==> src/pio_pkg.sv <==
// package: register map, pin masks, field positions and timing constants of the port block
package pio_pkg;
	// ======================================================================
	// register indices (byte address is four times the index)
	localparam logic [7:0] IDX_PA_DATA = 8'h00;
	localparam logic [7:0] IDX_PA_DIR  = 8'h01;
	localparam logic [7:0] IDX_PA_OPT  = 8'h02;
	localparam logic [7:0] IDX_PC_DATA = 8'h04;
	localparam logic [7:0] IDX_PC_DIR  = 8'h05;
	localparam logic [7:0] IDX_PC_OPT  = 8'h06;
	localparam logic [7:0] IDX_PB_DATA = 8'h08;
	localparam logic [7:0] IDX_PB_DIR  = 8'h09;
	localparam logic [7:0] IDX_PB_OPT  = 8'h0A;
	localparam logic [7:0] IDX_PE_DATA = 8'h0C;
	localparam logic [7:0] IDX_PE_DIR  = 8'h0D;
	localparam logic [7:0] IDX_PE_OPT  = 8'h0E;
	localparam logic [7:0] IDX_PD_DATA = 8'h10;
	localparam logic [7:0] IDX_PD_DIR  = 8'h11;
	localparam logic [7:0] IDX_PD_OPT  = 8'h12;
	localparam logic [7:0] IDX_PF_DATA = 8'h14;
	localparam logic [7:0] IDX_PF_DIR  = 8'h15;
	localparam logic [7:0] IDX_PF_OPT  = 8'h16;
	localparam logic [7:0] IDX_MISC1   = 8'h20;
	localparam logic [7:0] IDX_MISC2   = 8'h40;
	// register kind inside a port block
	localparam logic [1:0] KIND_DATA = 2'h0;
	localparam logic [1:0] KIND_DIR  = 2'h1;
	localparam logic [1:0] KIND_OPT  = 2'h2;
	// port numbers in the flat 48-pin vectors
	localparam logic [2:0] PORT_A = 3'h0;
	localparam logic [2:0] PORT_B = 3'h1;
	localparam logic [2:0] PORT_C = 3'h2;
	localparam logic [2:0] PORT_D = 3'h3;
	localparam logic [2:0] PORT_E = 3'h4;
	localparam logic [2:0] PORT_F = 3'h5;
	localparam int NPORT = 6;
	localparam int NPIN  = 48;
	localparam logic [7:0] REG_RST = 8'h00;
	// ======================================================================
	// pin capability masks (bit = port*8 + pin)
	localparam logic [47:0] OPT_IMPL = 48'hFFFB_FFFF_FF3F;
	localparam logic [47:0] DIR_IMPL = 48'hFFFB_FFFF_FFFF;
	localparam logic [47:0] PULL_CAP = 48'hFBFB_FFFF_E737;
	localparam logic [47:0] IRQ_CAP  = 48'h0700_0000_FF0F;
	localparam logic [47:0] GRP0_MASK = 48'h0000_0000_000F;
	localparam logic [47:0] GRP1_MASK = 48'h0700_0000_0000;
	localparam logic [47:0] GRP2_MASK = 48'h0000_0000_0F00;
	localparam logic [47:0] GRP3_MASK = 48'h0000_0000_F000;
	localparam int PIN_CLK_OUT = 40;
	localparam int PIN_BEEP    = 41;
	localparam int PIN_CAN_TX  = 34;
	localparam int PIN_SPI_SEL = 23;
	// ======================================================================
	// miscellaneous register fields
	localparam int M1_SENS_HI = 6;  // groups two and three, 2 bits
	localparam int M1_CLK_OUT = 5;
	localparam int M1_SENS_LO = 3;  // groups zero and one, 2 bits
	localparam int M2_INV_A   = 7;
	localparam int M2_INV_B   = 6;
	localparam int M2_BEEP    = 4;  // 2 bits
	localparam int M2_TLI_SEN = 3;
	localparam int M2_TLI_EN  = 2;
	localparam int M2_SS_MODE = 1;
	localparam int M2_SS_INT  = 0;
	localparam logic [1:0] SENS_FALL_LOW = 2'h0;
	localparam logic [1:0] SENS_RISE     = 2'h1;
	localparam logic [1:0] SENS_FALL     = 2'h2;
	localparam logic [1:0] SENS_BOTH     = 2'h3;
	// ======================================================================
	// bus answers and timing
	localparam logic [1:0] RESP_OKAY   = 2'h0;
	localparam logic [1:0] RESP_SLVERR = 2'h2;
	localparam int unsigned CLK_HZ     = 25_000_000;
	localparam int unsigned BEEP_HZ_HI = 2000;
	localparam int unsigned BEEP_HZ_MD = 1000;
	localparam int unsigned BEEP_HZ_LO = 500;
	localparam int unsigned BEEP_HALF_HI_CYC = CLK_HZ / (2 * BEEP_HZ_HI);
	localparam int unsigned BEEP_HALF_MD_CYC = CLK_HZ / (2 * BEEP_HZ_MD);
	localparam int unsigned BEEP_HALF_LO_CYC = CLK_HZ / (2 * BEEP_HZ_LO);
endpackage

==> src/pio_ports.sv <==
// six 8-bit general purpose ports with external interrupt groups behind an AXI4-Lite slave
//
// Function
// WAIT leaves ports alone; interrupt wakes
// HALT leaves ports alone; interrupt wakes
// request needs interrupt config and unmasked core
// CAN transmit pin: pull-up input, else push-pull
// data latch writes always take effect
// data read: latch if output, pin if input
// direction bit: 0 input, 1 output; reset zero
// input option: 0 floating, 1 pull-up/interrupt
// output option: 0 open-drain, 1 push-pull
// pins without option: direction alone decides
// four independent external interrupt groups
// group sensitivities; high level groups 0,2 only
// software changes sensitivity only at level 3
// clock out: oscillator over two on pin
// beep pin with three selectable frequencies
// SPI select from internal bit, freeing pin
// enabled pins of a group are ANDed
// pending latch hidden, cleared on vector fetch
// low driver on 0; high only push-pull
`timescale 1ns/1ps
module pio_ports #(
	parameter int unsigned BEEP_HALF_HI = pio_pkg::BEEP_HALF_HI_CYC,
	parameter int unsigned BEEP_HALF_MD = pio_pkg::BEEP_HALF_MD_CYC,
	parameter int unsigned BEEP_HALF_LO = pio_pkg::BEEP_HALF_LO_CYC
) (
	input  wire logic        ref_clk,
	input  wire logic        arst_n,
	input  wire logic        clk_en,
	input  wire logic [11:0] s_axi_awaddr,
	input  wire logic        s_axi_awvalid,
	output logic             s_axi_awready,
	input  wire logic [31:0] s_axi_wdata,
	input  wire logic [3:0]  s_axi_wstrb,
	input  wire logic        s_axi_wvalid,
	output logic             s_axi_wready,
	output logic [1:0]       s_axi_bresp,
	output logic             s_axi_bvalid,
	input  wire logic        s_axi_bready,
	input  wire logic [11:0] s_axi_araddr,
	input  wire logic        s_axi_arvalid,
	output logic             s_axi_arready,
	output logic [31:0]      s_axi_rdata,
	output logic [1:0]       s_axi_rresp,
	output logic             s_axi_rvalid,
	input  wire logic        s_axi_rready,
	input  wire logic [47:0] pad_in,
	output logic [47:0]      pad_out,
	output logic [47:0]      pad_oe_n,
	output logic [47:0]      pad_pull_en,
	input  wire logic        irq_global_mask,
	input  wire logic        priority_bit_high,
	input  wire logic        priority_bit_low,
	input  wire logic [3:0]  vector_fetch,
	input  wire logic        core_wait,
	input  wire logic        core_halt,
	input  wire logic        can_transmit_alt,
	input  wire logic        can_tx_level,
	output logic [3:0]       ext_irq_req,
	output logic             wake_req,
	output logic             spi_select_level
);
	import pio_pkg::*;

	// ======================================================================
	// decode helpers
	// port block of an index: {hit, port}
	function automatic logic [3:0] pio_port_sel(input logic [7:0] idx);
		logic [5:0] blk;
		blk = idx[7:2];
		if (idx[1:0] == 2'h3) begin
			return 4'h0;
		end else if (blk == IDX_PA_DATA[7:2]) begin
			return {1'b1, PORT_A};
		end else if (blk == IDX_PB_DATA[7:2]) begin
			return {1'b1, PORT_B};
		end else if (blk == IDX_PC_DATA[7:2]) begin
			return {1'b1, PORT_C};
		end else if (blk == IDX_PD_DATA[7:2]) begin
			return {1'b1, PORT_D};
		end else if (blk == IDX_PE_DATA[7:2]) begin
			return {1'b1, PORT_E};
		end else if (blk == IDX_PF_DATA[7:2]) begin
			return {1'b1, PORT_F};
		end else begin
			return 4'h0;
		end
	endfunction

	// event of one group for its sensitivity, on the polarity-corrected level
	function automatic logic pio_event(input logic [1:0] mode, input logic cur,
			input logic prev);
		logic fall;
		logic rise;
		fall = prev & ~cur;
		rise = ~prev & cur;
		if (mode == SENS_RISE) begin
			return rise;
		end else if (mode == SENS_FALL) begin
			return fall;
		end else if (mode == SENS_BOTH) begin
			return rise | fall;
		end else begin
			return fall | ~cur;
		end
	endfunction

	// ======================================================================
	// state
	logic [7:0]  data_r [NPORT];
	logic [7:0]  dir_r  [NPORT];
	logic [7:0]  opt_r  [NPORT];
	logic [7:0]  misc1_r;
	logic [7:0]  misc2_r;
	logic [3:0]  pend_r;
	logic [3:0]  grp_prev_r;
	logic        clk_out_r;
	logic        beep_r;
	logic [15:0] beep_cnt_r;
	logic        aw_hold_r;
	logic        w_hold_r;
	logic [11:0] awaddr_r;
	logic [31:0] wdata_r;
	logic [3:0]  wstrb_r;

	// ======================================================================
	// flattened views of the port registers
	logic [47:0] data_flat;
	logic [47:0] dir_flat;
	logic [47:0] opt_flat;
	logic [7:0]  rd_view [NPORT];
	genvar p;
	generate
		for (p = 0; p < NPORT; p++) begin : g_flat
			assign data_flat[p*8 +: 8] = data_r[p];
			assign dir_flat[p*8 +: 8]  = dir_r[p];
			assign opt_flat[p*8 +: 8]  = opt_r[p];
		end
	endgenerate

	wire [47:0] dir_eff = dir_flat & DIR_IMPL;
	wire [47:0] opt_eff = opt_flat & OPT_IMPL;
	wire [47:0] pin_view = (dir_eff & data_flat) | (~dir_eff & pad_in);
	generate
		for (p = 0; p < NPORT; p++) begin : g_view
			assign rd_view[p] = pin_view[p*8 +: 8];
		end
	endgenerate

	// ======================================================================
	// write channel: address and data taken in either order
	wire         aw_take   = s_axi_awvalid & s_axi_awready;
	wire         w_take    = s_axi_wvalid & s_axi_wready;
	wire         aw_full   = aw_hold_r | aw_take;
	wire         w_full    = w_hold_r | w_take;
	wire         do_wr     = aw_full & w_full;
	wire [11:0]  wr_addr   = aw_hold_r ? awaddr_r : s_axi_awaddr;
	wire [31:0]  wr_data   = w_hold_r ? wdata_r : s_axi_wdata;
	wire [3:0]   wr_strb   = w_hold_r ? wstrb_r : s_axi_wstrb;
	wire [7:0]   wr_idx    = wr_addr[9:2];
	wire [3:0]   wr_sel    = pio_port_sel(wr_idx);
	wire         wr_hi_ok  = wr_addr[11:10] == 2'h0;
	wire         wr_port   = wr_hi_ok & wr_sel[3];
	wire         wr_m1     = wr_hi_ok & (wr_idx == IDX_MISC1);
	wire         wr_m2     = wr_hi_ok & (wr_idx == IDX_MISC2);
	wire         wr_lane   = do_wr & wr_strb[0];
	wire [7:0]   wd        = wr_data[7:0];
	wire         bvalid_nxt = do_wr | (s_axi_bvalid & ~s_axi_bready);

	// sensitivity bits follow software only at priority level 3
	wire         prio_top  = priority_bit_high & priority_bit_low;
	wire [7:0]   misc1_nxt = {prio_top ? wd[7:6] : misc1_r[7:6], wd[5],
		prio_top ? wd[4:3] : misc1_r[4:3], wd[2:0]};
	wire [7:0]   misc2_nxt = {prio_top ? wd[7:6] : misc2_r[7:6], wd[5:4],
		misc2_r[M2_TLI_EN] ? misc2_r[M2_TLI_SEN] : wd[3], wd[2:0]};

	// any change of a group's sensitivity discards its pending request
	wire [7:0]   m1_new    = (wr_lane & wr_m1) ? misc1_nxt : misc1_r;
	wire [7:0]   m2_new    = (wr_lane & wr_m2) ? misc2_nxt : misc2_r;
	wire         lo_chg    = m1_new[4:3] != misc1_r[4:3];
	wire         hi_chg    = m1_new[7:6] != misc1_r[7:6];
	wire [3:0]   sens_chg  = {hi_chg, hi_chg | (m2_new[M2_INV_B] != misc2_r[M2_INV_B]),
		lo_chg, lo_chg | (m2_new[M2_INV_A] != misc2_r[M2_INV_A])};

	// ======================================================================
	// read channel
	wire         ar_take   = s_axi_arvalid & s_axi_arready;
	wire [7:0]   rd_idx    = s_axi_araddr[9:2];
	wire [3:0]   rd_sel    = pio_port_sel(rd_idx);
	wire         rd_hi_ok  = s_axi_araddr[11:10] == 2'h0;
	wire [2:0]   rd_p      = rd_sel[2:0];
	wire [7:0]   rd_opt    = opt_eff[rd_p*8 +: 8];
	wire         rvalid_nxt = ar_take | (s_axi_rvalid & ~s_axi_rready);
	logic [7:0]  rd_val;
	logic        rd_hit;
	always_comb begin
		rd_val = 8'h00;
		rd_hit = 1'b1;
		if (rd_hi_ok & rd_sel[3] & (rd_idx[1:0] == KIND_DATA)) begin
			rd_val = rd_view[rd_p];
		end else if (rd_hi_ok & rd_sel[3] & (rd_idx[1:0] == KIND_DIR)) begin
			rd_val = dir_r[rd_p];
		end else if (rd_hi_ok & rd_sel[3] & (rd_idx[1:0] == KIND_OPT)) begin
			rd_val = rd_opt;
		end else if (rd_hi_ok & (rd_idx == IDX_MISC1)) begin
			rd_val = misc1_r;
		end else if (rd_hi_ok & (rd_idx == IDX_MISC2)) begin
			rd_val = misc2_r;
		end else begin
			rd_hit = 1'b0;
		end
	end

	// ======================================================================
	// external interrupt groups
	wire [47:0] irq_en = ~dir_eff & opt_eff & IRQ_CAP;
	wire [47:0] grp_mask [4] = '{GRP0_MASK, GRP1_MASK, GRP2_MASK, GRP3_MASK};
	wire [3:0]  grp_inv = {1'b0, misc2_r[M2_INV_B], 1'b0, misc2_r[M2_INV_A]};
	wire [1:0]  grp_mode [4] = '{misc1_r[M1_SENS_LO +: 2], misc1_r[M1_SENS_LO +: 2],
		misc1_r[M1_SENS_HI +: 2], misc1_r[M1_SENS_HI +: 2]};
	logic [3:0] grp_lvl;
	logic [3:0] grp_any;
	logic [3:0] grp_ev;
	genvar g;
	generate
		for (g = 0; g < 4; g++) begin : g_grp
			assign grp_lvl[g] = &(pad_in | ~(irq_en & grp_mask[g]));
			assign grp_any[g] = |(irq_en & grp_mask[g]);
			assign grp_ev[g]  = grp_any[g] & pio_event(grp_mode[g],
				grp_lvl[g] ^ grp_inv[g], grp_prev_r[g] ^ grp_inv[g]);
		end
	endgenerate
	// a new event wins over the clear by vector fetch or sensitivity change
	wire [3:0] pend_nxt = (pend_r & ~(vector_fetch | sens_chg)) | grp_ev;
	wire [3:0] req_nxt  = pend_nxt & {4{~irq_global_mask}};

	// ======================================================================
	// alternate functions and pad drive
	logic [15:0] beep_half;
	always_comb begin
		beep_half = 16'(BEEP_HALF_LO - 1);
		if (misc2_r[M2_BEEP +: 2] == 2'h1) begin
			beep_half = 16'(BEEP_HALF_HI - 1);
		end else if (misc2_r[M2_BEEP +: 2] == 2'h2) begin
			beep_half = 16'(BEEP_HALF_MD - 1);
		end
	end
	wire beep_on = misc2_r[M2_BEEP +: 2] != 2'h0;
	wire clk_on  = misc1_r[M1_CLK_OUT];

	logic [47:0] drv_lo;
	logic [47:0] drv_hi;
	logic [47:0] pull_nxt;
	genvar i;
	generate
		for (i = 0; i < NPIN; i++) begin : g_pad
			if (i == PIN_CLK_OUT) begin : g_clk
				assign drv_lo[i] = clk_on ? ~clk_out_r : dir_eff[i] & ~data_flat[i];
				assign drv_hi[i] = clk_on ? clk_out_r
					: dir_eff[i] & data_flat[i] & opt_eff[i];
				assign pull_nxt[i] = ~clk_on & ~dir_eff[i] & opt_eff[i] & PULL_CAP[i];
			end else if (i == PIN_BEEP) begin : g_beep
				assign drv_lo[i] = beep_on ? ~beep_r : dir_eff[i] & ~data_flat[i];
				assign drv_hi[i] = beep_on ? beep_r
					: dir_eff[i] & data_flat[i] & opt_eff[i];
				assign pull_nxt[i] = ~beep_on & ~dir_eff[i] & opt_eff[i] & PULL_CAP[i];
			end else if (i == PIN_CAN_TX) begin : g_can
				assign drv_lo[i] = can_transmit_alt & ~can_tx_level;
				assign drv_hi[i] = can_transmit_alt & can_tx_level;
				assign pull_nxt[i] = ~can_transmit_alt;
			end else begin : g_std
				assign drv_lo[i] = dir_eff[i] & ~data_flat[i];
				assign drv_hi[i] = dir_eff[i] & data_flat[i] & opt_eff[i];
				assign pull_nxt[i] = ~dir_eff[i] & opt_eff[i] & PULL_CAP[i];
			end
		end
	endgenerate

	// ======================================================================
	// port registers, one process per port
	generate
		for (p = 0; p < NPORT; p++) begin : g_port
			wire hit = wr_lane & wr_port & (wr_sel[2:0] == 3'(p));
			always_ff @(posedge ref_clk or negedge arst_n) begin
				if (!arst_n) begin
					data_r[p] <= REG_RST;
					dir_r[p]  <= REG_RST;
					opt_r[p]  <= REG_RST;
				end else if (clk_en) begin
					if (hit & (wr_idx[1:0] == KIND_DATA)) begin
						data_r[p] <= wd;
					end
					if (hit & (wr_idx[1:0] == KIND_DIR)) begin
						dir_r[p] <= wd;
					end
					if (hit & (wr_idx[1:0] == KIND_OPT)) begin
						opt_r[p] <= wd;
					end
				end
			end
		end
	endgenerate

	// miscellaneous registers, interrupt state, wake and pad flops;
	// nothing here looks at wait or halt except the wake output
	always_ff @(posedge ref_clk or negedge arst_n) begin
		if (!arst_n) begin
			misc1_r          <= REG_RST;
			misc2_r          <= REG_RST;
			pend_r           <= 4'h0;
			grp_prev_r       <= 4'hF;
			ext_irq_req      <= 4'h0;
			wake_req         <= 1'b0;
			pad_out          <= 48'h0000_0000_0000;
			pad_oe_n         <= 48'hFFFF_FFFF_FFFF;
			pad_pull_en      <= 48'h0000_0000_0000;
			spi_select_level <= 1'b1;
		end else if (clk_en) begin
			misc1_r          <= m1_new;
			misc2_r          <= m2_new;
			pend_r           <= pend_nxt;
			grp_prev_r       <= grp_lvl;
			ext_irq_req      <= req_nxt;
			wake_req         <= (core_wait | core_halt) & (|req_nxt);
			pad_out          <= drv_hi;
			pad_oe_n         <= ~(drv_hi | drv_lo);
			pad_pull_en      <= pull_nxt;
			spi_select_level <= misc2_r[M2_SS_MODE] ? misc2_r[M2_SS_INT]
				: pad_in[PIN_SPI_SEL];
		end
	end

	// clock-out toggle and beep divider
	always_ff @(posedge ref_clk or negedge arst_n) begin
		if (!arst_n) begin
			clk_out_r  <= 1'b0;
			beep_r     <= 1'b0;
			beep_cnt_r <= 16'h0000;
		end else if (clk_en) begin
			clk_out_r <= clk_on & ~clk_out_r;
			if (!beep_on) begin
				beep_r     <= 1'b0;
				beep_cnt_r <= 16'h0000;
			end else if (beep_cnt_r >= beep_half) begin
				beep_r     <= ~beep_r;
				beep_cnt_r <= 16'h0000;
			end else begin
				beep_cnt_r <= beep_cnt_r + 16'h0001;
			end
		end
	end

	// ======================================================================
	// AXI4-Lite handshake flops
	always_ff @(posedge ref_clk or negedge arst_n) begin
		if (!arst_n) begin
			aw_hold_r     <= 1'b0;
			w_hold_r      <= 1'b0;
			awaddr_r      <= 12'h000;
			wdata_r       <= 32'h0000_0000;
			wstrb_r       <= 4'h0;
			s_axi_awready <= 1'b1;
			s_axi_wready  <= 1'b1;
			s_axi_bvalid  <= 1'b0;
			s_axi_bresp   <= RESP_OKAY;
			s_axi_arready <= 1'b1;
			s_axi_rvalid  <= 1'b0;
			s_axi_rdata   <= 32'h0000_0000;
			s_axi_rresp   <= RESP_OKAY;
		end else if (clk_en) begin
			aw_hold_r     <= aw_full & ~do_wr;
			w_hold_r      <= w_full & ~do_wr;
			if (aw_take) begin
				awaddr_r <= s_axi_awaddr;
			end
			if (w_take) begin
				wdata_r <= s_axi_wdata;
				wstrb_r <= s_axi_wstrb;
			end
			s_axi_awready <= ~(aw_full & ~do_wr) & ~bvalid_nxt;
			s_axi_wready  <= ~(w_full & ~do_wr) & ~bvalid_nxt;
			s_axi_bvalid  <= bvalid_nxt;
			if (do_wr) begin
				s_axi_bresp <= (wr_port | wr_m1 | wr_m2) ? RESP_OKAY : RESP_SLVERR;
			end
			s_axi_arready <= ~rvalid_nxt;
			s_axi_rvalid  <= rvalid_nxt;
			if (ar_take) begin
				s_axi_rdata <= {24'h00_0000, rd_val};
				s_axi_rresp <= rd_hit ? RESP_OKAY : RESP_SLVERR;
			end
		end
	end
endmodule

==> config.mk <==
export PLATFORM = sky130hd
export DESIGN_NAME = pio_ports
export DESIGN_NICKNAME = d
export VERILOG_FILES = /design/src/pio_pkg.sv /design/src/pio_ports.sv
export SDC_FILE = /design/constraint.sdc
export NUM_CORES = 1
export LEC_CHECK = 0
export BUFFER_PORTS_ARGS = -buffer_cell sky130_fd_sc_hd__buf_2
export CORE_MARGIN = 2
export CORE_UTILIZATION = 30
export DETAILED_ROUTE_END_ITERATION = 8
export PLACE_DENSITY_LB_ADDON = 0.12
export SKIP_CTS_REPAIR_TIMING = 1
export SLEW_MARGIN = 40
export SYNTH_ARGS = -nofsm -noshare
export SYNTH_HDL_FRONTEND = slang
export SYNTH_SLANG_ARGS = --single-unit
==> constraint.sdc <==
create_clock -name ref_clk -period 2.8 [get_ports ref_clk]
set_clock_uncertainty 0.1 [all_clocks]
set_input_delay 0.14 -clock ref_clk [delete_from_list [all_inputs] [get_ports ref_clk]]
set_output_delay 0.14 -clock ref_clk [all_outputs]
set_load 0.02 [all_outputs]
==> run metrics, run 1 <==
Synth top area share 42.6%; crit path kind flop to flop; Final Cycle Share between 90% and 100%; vias per cell 5.01; PortBufs 252; Slew Limit Fails 0; Total Neg Setup Slack 0 ns; Metal-1 WL 29000 um; total number of vias 14200; Layout Cells excl Fill 2832; status finished with violations; crit path DAT approximately 3.0 ns; most instantiated cells after synthesis dfrtp_1 (304), mux2_2 (189), nand2_1 (108); worst path cell trace inv_1 > ha_1 > ha_1 > a21o_1 > a2111oi_1 > o21a_1 > o21ai_1 > and2_1 > mux2_2; layout cells sized above 1 33.4%; antenna violations before repair 9; Overflow after GRT 0; Min-Delay Path Class input pin to flop; Mapped Area between 15000 and 20000 um^2; Top Ports around 320; uppermost layer routed met5; YS warnings 0; # rows between 80 and 90; Clk Latency, worst-skew pair 0.59 ns; vias in the first global route 13600; crit path max fanout 3; H-tree level count 2; Reg clk slew, reported paths roughly 0.06 ns; worst-case reg-to-reg path depth 9; number of synthesized flops with an enable pin 0; DR iter-0 viols about 940; peak supply drop 394 uV; Num CTS Buffers 44; most frequent cell after synthesis dfrtp_1; Synth cell types between 70 and 80; top post-synthesis cells by area dfrtp_1 (43%), mux2_2 (12%), dfstp_2 (8.2%), mux2i_1 (3.0%), o21ai_0 (2.9%); die area between 60000 and 70000 um^2; Mapped Cells about 1700; Total GRT Usage between 20% and 30%; Routed Antenna Nets 0; #FFs+latches synth 360; pre-CTS WS between 0.06 and 0.07 ns; # setup viols final 0; Final WS setup ~0.15 ns; Layout fillers 5892; Slew HR around 52%; CP max stage cell a2111oi_1; register area share after synthesis between 50% and 60%; Synth Area per Inst 10.7 um^2; Reg-to-Reg End beep_r$_DFFE_PN0P_; Worst R2R Setup Slack between 0.15 and 0.2 ns; Slew @ Worst Pin slightly above 0.7 ns; Core Region between 50000 and 60000 um^2; predominant post-synthesis flop cell dfrtp_1; dpl cells around 2700; Syn-to-layout area delta 25.5%; TritonCTS clock tree built; DR WL met2 28300 um; nets approximately 2200; Fin Hold WS -0.0280 ns; Critical Path Most Common Cell ha_1; Die Ht about 250 um; WL/cell 22.0 um; first-pass GRT wire length ~90000 um; Num Clock Sinks 360; dominant cell type by area after synthesis dfrtp_1; Die Wd roughly 250 um; Crit path largest cell delay roughly 0.45 ns; crit path launch type flop; power density over the cells about 600 nW/um^2; drt first pass iters 5; Post-Route WL approximately 62000 um; metal3 WL about 3600 um; r2r startpoint misc2_r[4]$_DFFE_PN0P_; initial core utilization a little under a third; Final Critical Period between 2 and 3 ns; CP required between 3 and 4 ns; asr flop ratio synth 100%; GPL Wtd Cong between 0.9 and 1; Final HPWL DP 46500 um; failing checks hold timing; Remaining DRCs 0; max_cap viols 0; fmax approximately 0.38 GHz; Pleak just over 10 nW; hold-critical path depth 4; Clk Tree Root Cell clkbuf_16; WHS Endpoint s_axi_rresp[1]$_DFFE_PN0P_; clk buf depth 3; CP Capture Type flop; hold_sp s_axi_araddr[8]; final hold vios 1; largest net degree at the start of global routing 138
==> area by class of cell <==
cell class	count	area, um^2	share of cell area (%)
Sequential cell	360	9080	40.5
Clock buffer	67	1310	5.83
Clock inverter	15	133	0.591
Inverter	105	394	1.76
Multi-Input combinational cell	1120	7930	35.3
Antenna cell	2	5.00	0.0223
Timing Repair Buffer	390	2630	11.7
Tap cell	773	967	4.31
==> kinds of logic after synthesis <==
kind of cell / count (synthesis) / synth area share (%)
flip-flops: 360 / 50.8
adder cells (fa/ha/maj): 16 / 1.12
multiplexers: 244 / 15.1
XOR/XNOR: 24 / 1.18
AND/OR/NAND/NOR: 458 / 13.7
AO/OA/AOI/OAI: 344 / 12.4
buffers and inverters: 225 / 5.68
other: 1 / 0.0210
==> placed cells by master, fill, tap and decap left out, drive strengths merged, types with 27 or more instances in the layout <==
| cell type | count |
|---|---|
| nand2b | 49 |
| dfrtp | 304 |
| nor2 | 99 |
| mux2i | 53 |
| dlygate4sd3 | 40 |
| a211oi | 29 |
| o21ai | 108 |
| nand3 | 27 |
| dfstp | 56 |
| buf | 350 |
| a21oi | 64 |
| clkbuf | 67 |
| conb | 34 |
| nand2 | 109 |
| inv | 107 |
| nand3b | 31 |
| mux2 | 189 |
| a31oi | 52 |
| nand4 | 44 |
| nor2b | 27 |
==> flip-flops by register name, indices dropped and copies added (netlist names), 4 cells and up <==
name and cells:
pad_oe_n 48, data_flat 47, dir_eff 47, pad_out 46, opt_eff 45, pad_pull_en 42
beep_cnt_r 16, awaddr_r 10, misc1_r 8, misc2_r 8, s_axi_rdata 8, wdata_r 8
ext_irq_req 4, grp_prev_r 4, pend_r 4
==> metrics by stage <==
step	hold WS (ns)	area (um^2)	utilization, %	total power [mW]
2_1_floorplan	-0.256	18000	-	7.03
3_3_place_gp	0.147	20500	34.8	7.95
3_5_place_dp	0.140	20500	34.8	7.98
4_1_cts	-0.484	22000	37.3	13.8
5_1_grt	0.00804	22400	38.1	14.3
6_report	-0.0280	22400	38.1	13.7
==> worst max-delay path by stage <==
stage	start	endpoint	depth (start not counted)
after floorplan	misc2_r[4]$_DFFE_PN0P_	beep_cnt_r[10]$_DFFE_PN0P_	11
after global placement	misc2_r[4]$_DFFE_PN0P_	beep_r$_DFFE_PN0P_	9
after detailed placement	misc2_r[4]$_DFFE_PN0P_	beep_r$_DFFE_PN0P_	9
after CTS	misc2_r[4]$_DFFE_PN0P_	beep_r$_DFFE_PN0P_	9
after global routing	misc2_r[4]$_DFFE_PN0P_	beep_cnt_r[15]$_DFFE_PN0P_	10
final	misc2_r[4]$_DFFE_PN0P_	beep_r$_DFFE_PN0P_	9
==> worst max-delay path: cells and delay by family (launching register included) <==
kind            cells  cell delay (ns)
flops               1             0.38
compound gates      4             0.87
fa+ha+maj           2             0.63
buf+inv             1             0.09
mux                 1             0.27
simple gates        1             0.20
==> where the power goes <==
part	switching, mW	internal [mW]
registers	0.277	5.52
logic	1.42	0.750
clock network	2.29	3.41
==> per-layer routing <==
layer  vias up  global-route usage [%]
met3        93                    4.55
met2       346                    30.7
met1      7080                    28.5
met4        14                    5.21
met5         -                       0
li1       6644                       -
Note: power is estimated with default switching activity, not from simulation.
==> inputs of run 2 (changes only) <==
BUFFER_PORTS_ARGS = not set   (was -buffer_cell sky130_fd_sc_hd__buf_2)
DONT_BUFFER_PORTS = 1   (was not set)
RECOVER_POWER = 25   (was not set)
==> run 2 against run 1 <==
Effect of this change: the run still ends with hold timing left; via count decreased by 4.5%; final cell count fell by 7.1%; wire length increased by 3.3%; maximum frequency rose by 0.20%; non-clock buffer count shrank 202; worst hold slack worse by 0.78 ns; sequential power grew 2%; flip-flop and latch count unchanged; first-iteration DRC count is 13% higher; final area is 3.4% lower; setup slack better by 0.0052 ns; critical path type unchanged; largest power group is now clock; highest routed layer unchanged.
==> run metrics, run 2 (same netlist as run 1, synthesis figures left out) <==
Reg clk slew, reported paths 0.06 ns (about the same); Post-Route WL 64500 um (was 62400 um); CP required 3.15 ns (was 3.16 ns); Pleak 9.23 nW (was 10.2 nW); largest net degree at the start of global routing 361 (was 138); crit path max fanout 3 (unchanged); # rows 89 (unchanged); antenna violations before repair 5 (was 9); Largest register FFs 48 (unchanged); PortBufs 0 (was 252); GPL Wtd Cong 0.846 (was 0.920); Die Ht 248 um (unchanged); Final HPWL DP 44500 um (was 46500 um); WL/cell 24.5 um (was 22.0 um); Final Cycle Share 94.4% (was 94.6%); drt first pass iters 5 (unchanged); Syn-to-layout area delta 21.3% (was 25.5%); Layout fillers 5931 (was 5892); H-tree level count 2 (unchanged); final hold vios 366 (was 1); DR iter-0 viols 1061 (was 935); total number of vias 13500 (was 14200); crit path DAT 3.00 ns (about the same); Min-Delay Path Class input pin to async pin (was input pin to flop); Fin Hold WS -0.804 ns (was -0.0280 ns); # setup viols final 0 (unchanged); clk buf depth 3 (unchanged); power density over the cells 631 nW/um^2 (was 609 nW/um^2); Core Region 58900 um^2 (unchanged); Reg with most FFs pad_oe_n (unchanged); Total GRT Usage 20.1% (about the same); initial core utilization 30.3% (unchanged); CP Capture Type flop (unchanged); Top Ports 318 (unchanged); TritonCTS clock tree built (unchanged); vias in the first global route 13100 (was 13600); peak supply drop 679 uV (was 394 uV); Total Neg Setup Slack 0 ns (unchanged); Reg power frac 43.2% (was 42.4%); Int Power 9.79 mW (was 9.68 mW); Die Wd 248 um (unchanged); first-pass GRT wire length 90100 um (was 90300 um); Util after Layout 36.8% (was 38.1%); Comb pwr share 13.3% (was 15.9%); crit path kind flop to flop (unchanged); fmax 0.378 GHz (about the same); Slew HR 20.6% (was 51.7%); Remaining DRCs 0 (unchanged); Slew @ Worst Pin 1.19 ns (was 0.720 ns); Overflow after GRT 0 (unchanged); layout cells sized above 1 22.2% (was 33.4%); clock power share 43.5% (was 41.7%); commonest non-fill, non-tap cell in the layout dfrtp_1 (unchanged); RSZ-0062 raised after global routing false; Routed Antenna Nets 0 (unchanged); failing checks hold timing (unchanged); most frequent cells in the layout dfrtp_1 (304), mux2_2 (189), dlygate4sd3_1 (112) (was dfrtp_1 (304), buf_2 (250), mux2_2 (189)); nets 1964 (was 2164); Final Critical Period 2.64 ns (was 2.65 ns); Slew Limit Fails 0 (unchanged); Clk Latency, worst-skew pair 0.58 ns (was 0.59 ns); crit path launch type flop (unchanged); max_cap viols 0 (unchanged); Num Clock Sinks 360 (unchanged); status finished with violations (unchanged); P_sw 3.88 mW (was 3.98 mW); vias per cell 5.14 (was 5.01); die area 61500 um^2 (unchanged); switching part of the total power 28.4% (was 29.2%); Clk Tree Root Cell clkbuf_16 (unchanged); Num CTS Buffers 46 (was 44)
[run 2: cell count changes in the layout (fill, tap and decap cells not counted), moves of 6 or more]
cell	before	now
clkinv_2	11	5
clkbuf_1	12	18
buf_4	82	70
buf_2	250	0
dlygate4sd3_1	40	112
buf_12	15	5
[run 2: power groups by stage]
| stage | logic [mW] | clock network, mW | registers (mW) |
|---|---|---|---|
| after floorplan | 1.13 | 0 | 5.90 |
| after global placement | 1.62 | 0 | 5.98 |
| after detailed placement | 1.64 | 0 | 5.99 |
| after CTS | 1.65 | 6.14 | 5.90 |
| after global routing | 1.98 | 6.35 | 5.95 |
| final | 1.82 | 5.95 | 5.91 |
[run 2: layer usage]
layer | vias up | wire length [um] | share of wire (%) | track usage (%)
met2 | 345 | 29000 | 45 | 30.9
met4 | 4 | 1680 | 2.6 | 5.86
met3 | 91 | 4750 | 7.4 | 6.64
li1 | 6233 | - | - | -
met5 | - | 18 | 0.028 | 0
met1 | 6862 | 29100 | 45 | 27.0
[run 2: worst paths after layout]
kind | startpoint | end | slack [ns] | cells past startpoint
max in group asynchronous | arst_n | pad_out[31]$_DFFE_PN0P_ | 2.46 | 0
worst min-delay path | arst_n | ext_irq_req[1]$_DFFE_PN0P_ | -0.80 | 0
worst max register to register | misc2_r[4]$_DFFE_PN0P_ | beep_r$_DFFE_PN0P_ | 0.16 | 9
worst min register to register | wdata_r[3]$_DFFE_PN0P_ | wdata_r[3]$_DFFE_PN0P_ | 0.40 | 1
worst max-delay path | misc2_r[4]$_DFFE_PN0P_ | beep_r$_DFFE_PN0P_ | 0.16 | 9
min in group ref_clk | s_axi_awaddr[7] | s_axi_bresp[1]$_DFFE_PN0P_ | -0.05 | 4
[run 2: through the flow]
step / cell area [um^2] / hold WS (ns) / std cells / total power, mW / setup slack, ns
after global placement: 19000 / -0.236 / 2432 / 7.59 / 0.0362
after floorplan: 18000 / -0.256 / 1705 / 7.03 / 0.0603
after CTS: 20500 / -0.867 / 2517 / 13.7 / 0.106
final: 21700 / -0.804 / 2632 / 13.7 / 0.157
after global routing: 21700 / -0.850 / 2631 / 14.3 / 0.0198
after detailed placement: 19000 / -0.237 / 2432 / 7.63 / 0.130
[run 2: final cells by class]
cell class	count	area, um^2	share of cell area [%]
flip-flops and latches	360	9080	41.9
multi-input cells	1120	7950	36.7
repair buffers	188	1770	8.19
clock buffers	77	1410	6.50
well taps	773	967	4.46
inverters	105	394	1.82
clock inverters	8	93.8	0.433
diodes	1	2.50	0.0115
[run 2: critical path: stages (launching register included)]
cell      delay, ns
dfrtp_1        0.41
inv_1          0.11
ha_4           0.26
ha_1           0.29
a2111o_1       0.36
a221oi_1       0.27
o21a_1         0.18
o21ai_1        0.08
and2_1         0.20
mux2_2         0.26
==> inputs of run 3 (changes only) <==
REMOVE_ABC_BUFFERS = 1   (was not set)
==> run 3 against run 2 <==
Effect of this change: the run still ends with hold timing left; total power is 0.10% lower; count of clock-buffer cells in the layout is 9 lower; flip-flop and latch count stayed put; critical path type unchanged; global-route usage is 1.1 points lower; final area is 0.68% higher; critical path depth stayed put.
==> run metrics, run 3 (same netlist as run 1, synthesis figures left out) <==
nets 1960 (was 1964); crit path max fanout 8 (was 3); DR iter-0 viols 692 (was 1061); crit path DAT 3.02 ns (was 3.00 ns); Routed Antenna Nets 0 (unchanged); Clk Latency, worst-skew pair 0.59 ns (was 0.58 ns); die area 61500 um^2 (unchanged); crit path launch type flop (unchanged); final hold vios 363 (was 366); Final HPWL DP 41900 um (was 44500 um); Final Critical Period 2.67 ns (was 2.64 ns); Core Region 58900 um^2 (unchanged); Remaining DRCs 0 (unchanged); commonest non-fill, non-tap cell in the layout dfrtp_1 (unchanged); Final Cell Area 21800 um^2 (was 21700 um^2); Crit path largest cell delay 0.45 ns (was 0.41 ns); antenna violations before repair 2 (was 5); CP max stage cell dfrtp_1 (unchanged); layout cells sized above 1 22.3% (was 22.2%); H-tree level count 2 (unchanged); first-pass GRT wire length 86200 um (was 90100 um); max_cap viols 0 (unchanged); peak supply drop 424 uV (was 679 uV); PortBufs 0 (unchanged); crit path kind flop to flop (unchanged); CP Capture Type flop (unchanged); CP required 3.16 ns (was 3.15 ns); largest net degree at the start of global routing 361 (unchanged); Num Clock Sinks 360 (unchanged); CP Buf/Inv Count 2 (was 1); ant diodes 0 (was 1); Fin Hold WS -0.830 ns (was -0.804 ns); Total GRT Usage 19.0% (was 20.1%); fmax 0.375 GHz (was 0.378 GHz); Clk Tree Root Cell clkbuf_16 (unchanged); power density over the cells 626 nW/um^2 (was 631 nW/um^2); TritonCTS clock tree built (unchanged); Die Wd 248 um (unchanged); Min-Delay Path Class input pin to async pin (unchanged); Post-Route WL 61400 um (was 64500 um); GPL Wtd Cong 0.844 (was 0.846); Syn-to-layout area delta 22.1% (was 21.3%); Top Ports 318 (unchanged); Final Total Pwr 13.7 mW (about the same); CP delay by family, top simple AND/OR/NAND/NOR gates (was compound AO/OA/AOI/OAI gates); Pleak 9.34 nW (was 9.23 nW); Reg clk slew, reported paths 0.06 ns (about the same); Slew HR 30.6% (was 20.6%); # setup viols final 0 (unchanged); Slew @ Worst Pin 1.04 ns (was 1.19 ns); worst path cell trace a2111oi_1 > a21oi_1 > nor4_4 > nand2_2 > buf_4 > nor2_1 > nand2_1 > buf_12 > mux2_2 (was inv_1 > ha_4 > ha_1 > a2111o_1 > a221oi_1 > o21a_1 > o21ai_1 > and2_1 > mux2_2); Slew Limit Fails 0 (unchanged); initial core utilization 30.3% (unchanged); vias per cell 5.10 (was 5.14); Final Cycle Share 95.3% (was 94.4%); Num CTS Buffers 45 (was 46); status finished with violations (unchanged); drt first pass iters 4 (was 5); Largest register FFs 48 (unchanged); Die Ht 248 um (unchanged); vias in the first global route 12700 (was 13100); # rows 89 (unchanged); Overflow after GRT 0 (unchanged); clk buf depth 3 (unchanged); most frequent cells in the layout dfrtp_1 (304), mux2_2 (189), dlygate4sd3_1 (116) (was dfrtp_1 (304), mux2_2 (189), dlygate4sd3_1 (112)); Placed Area 19100 um^2 (was 19000 um^2); Reg with most FFs pad_oe_n (unchanged); total number of vias 13400 (was 13500); WL/cell 23.4 um (was 24.5 um); failing checks hold timing (unchanged)
==> run 3: cell count changes in the layout (fill, tap and decap cells not counted), moves of 3 or more <==
cell	before	now
buf_4	70	53
buf_12	5	15
clkbuf_1	18	11
dlygate4sd3_1	112	116
clkinv_2	5	8
==> run 3: path summary, 6_finish.rpt <==
check / depth (start not counted) / slack, ns / endpoint / startpoint
worst max-delay path: 9 / 0.13 / dir_eff[17]$_DFFE_PN0P_ / aw_hold_r$_DFFE_PN0P_
worst min-delay path: 0 / -0.83 / pad_pull_en[38]$_DFFE_PN0P_ / arst_n
worst max register to register: 9 / 0.13 / dir_eff[17]$_DFFE_PN0P_ / aw_hold_r$_DFFE_PN0P_
worst min register to register: 1 / 0.40 / wdata_r[1]$_DFFE_PN0P_ / wdata_r[1]$_DFFE_PN0P_
max in group asynchronous: 0 / 2.58 / data_flat[24]$_DFFE_PN0P_ / arst_n
min in group ref_clk: 5 / -0.03 / s_axi_rdata[3]$_DFFE_PN0P_ / pad_in[35]
==> run 3: power by group <==
group | leakage, nW | switching [mW] | internal [mW] | total, mW
clock network | 0.764 | 2.42 | 3.66 | 6.08
logic | 3.85 | 1.02 | 0.648 | 1.67
registers | 4.72 | 0.393 | 5.52 | 5.91
total | 9.34 | 3.83 | 9.83 | 13.7
==> run 3: through the flow <==
step | worst slack [ns] | std cells | setup TNS [ns] | util (%)
floorplan | -1.60 | 1585 | -10.35 | -
global placement | 0.0485 | 2426 | 0 | 32.3
detailed placement | -0.0229 | 2426 | -0.0418 | 32.3
CTS | -0.0513 | 2510 | -0.140 | 35.0
global route | -0.00435 | 2627 | -0.00435 | 37.0
finish | 0.133 | 2627 | 0 | 37.0
==> run 3: final cells by class <==
cell class,count,area [um^2]
inverter,105,394
sequential,360,9080
tap,773,967
clock buffer,68,1330
timing repair buffer,185,1890
clock inverter,16,210
fill,5871,37100
multi-input combinational,1120,7950
==> run 3: layer usage <==
| layer | GRT usage [%] | up-vias | part of all wire, % |
|---|---|---|---|
| met1 | 25.2 | 6788 | 45 |
| met5 | 0 | - | 0.050 |
| li1 | - | 6213 | - |
| met4 | 5.27 | 4 | 2.4 |
| met3 | 5.20 | 85 | 6.2 |
| met2 | 30.5 | 310 | 47 |
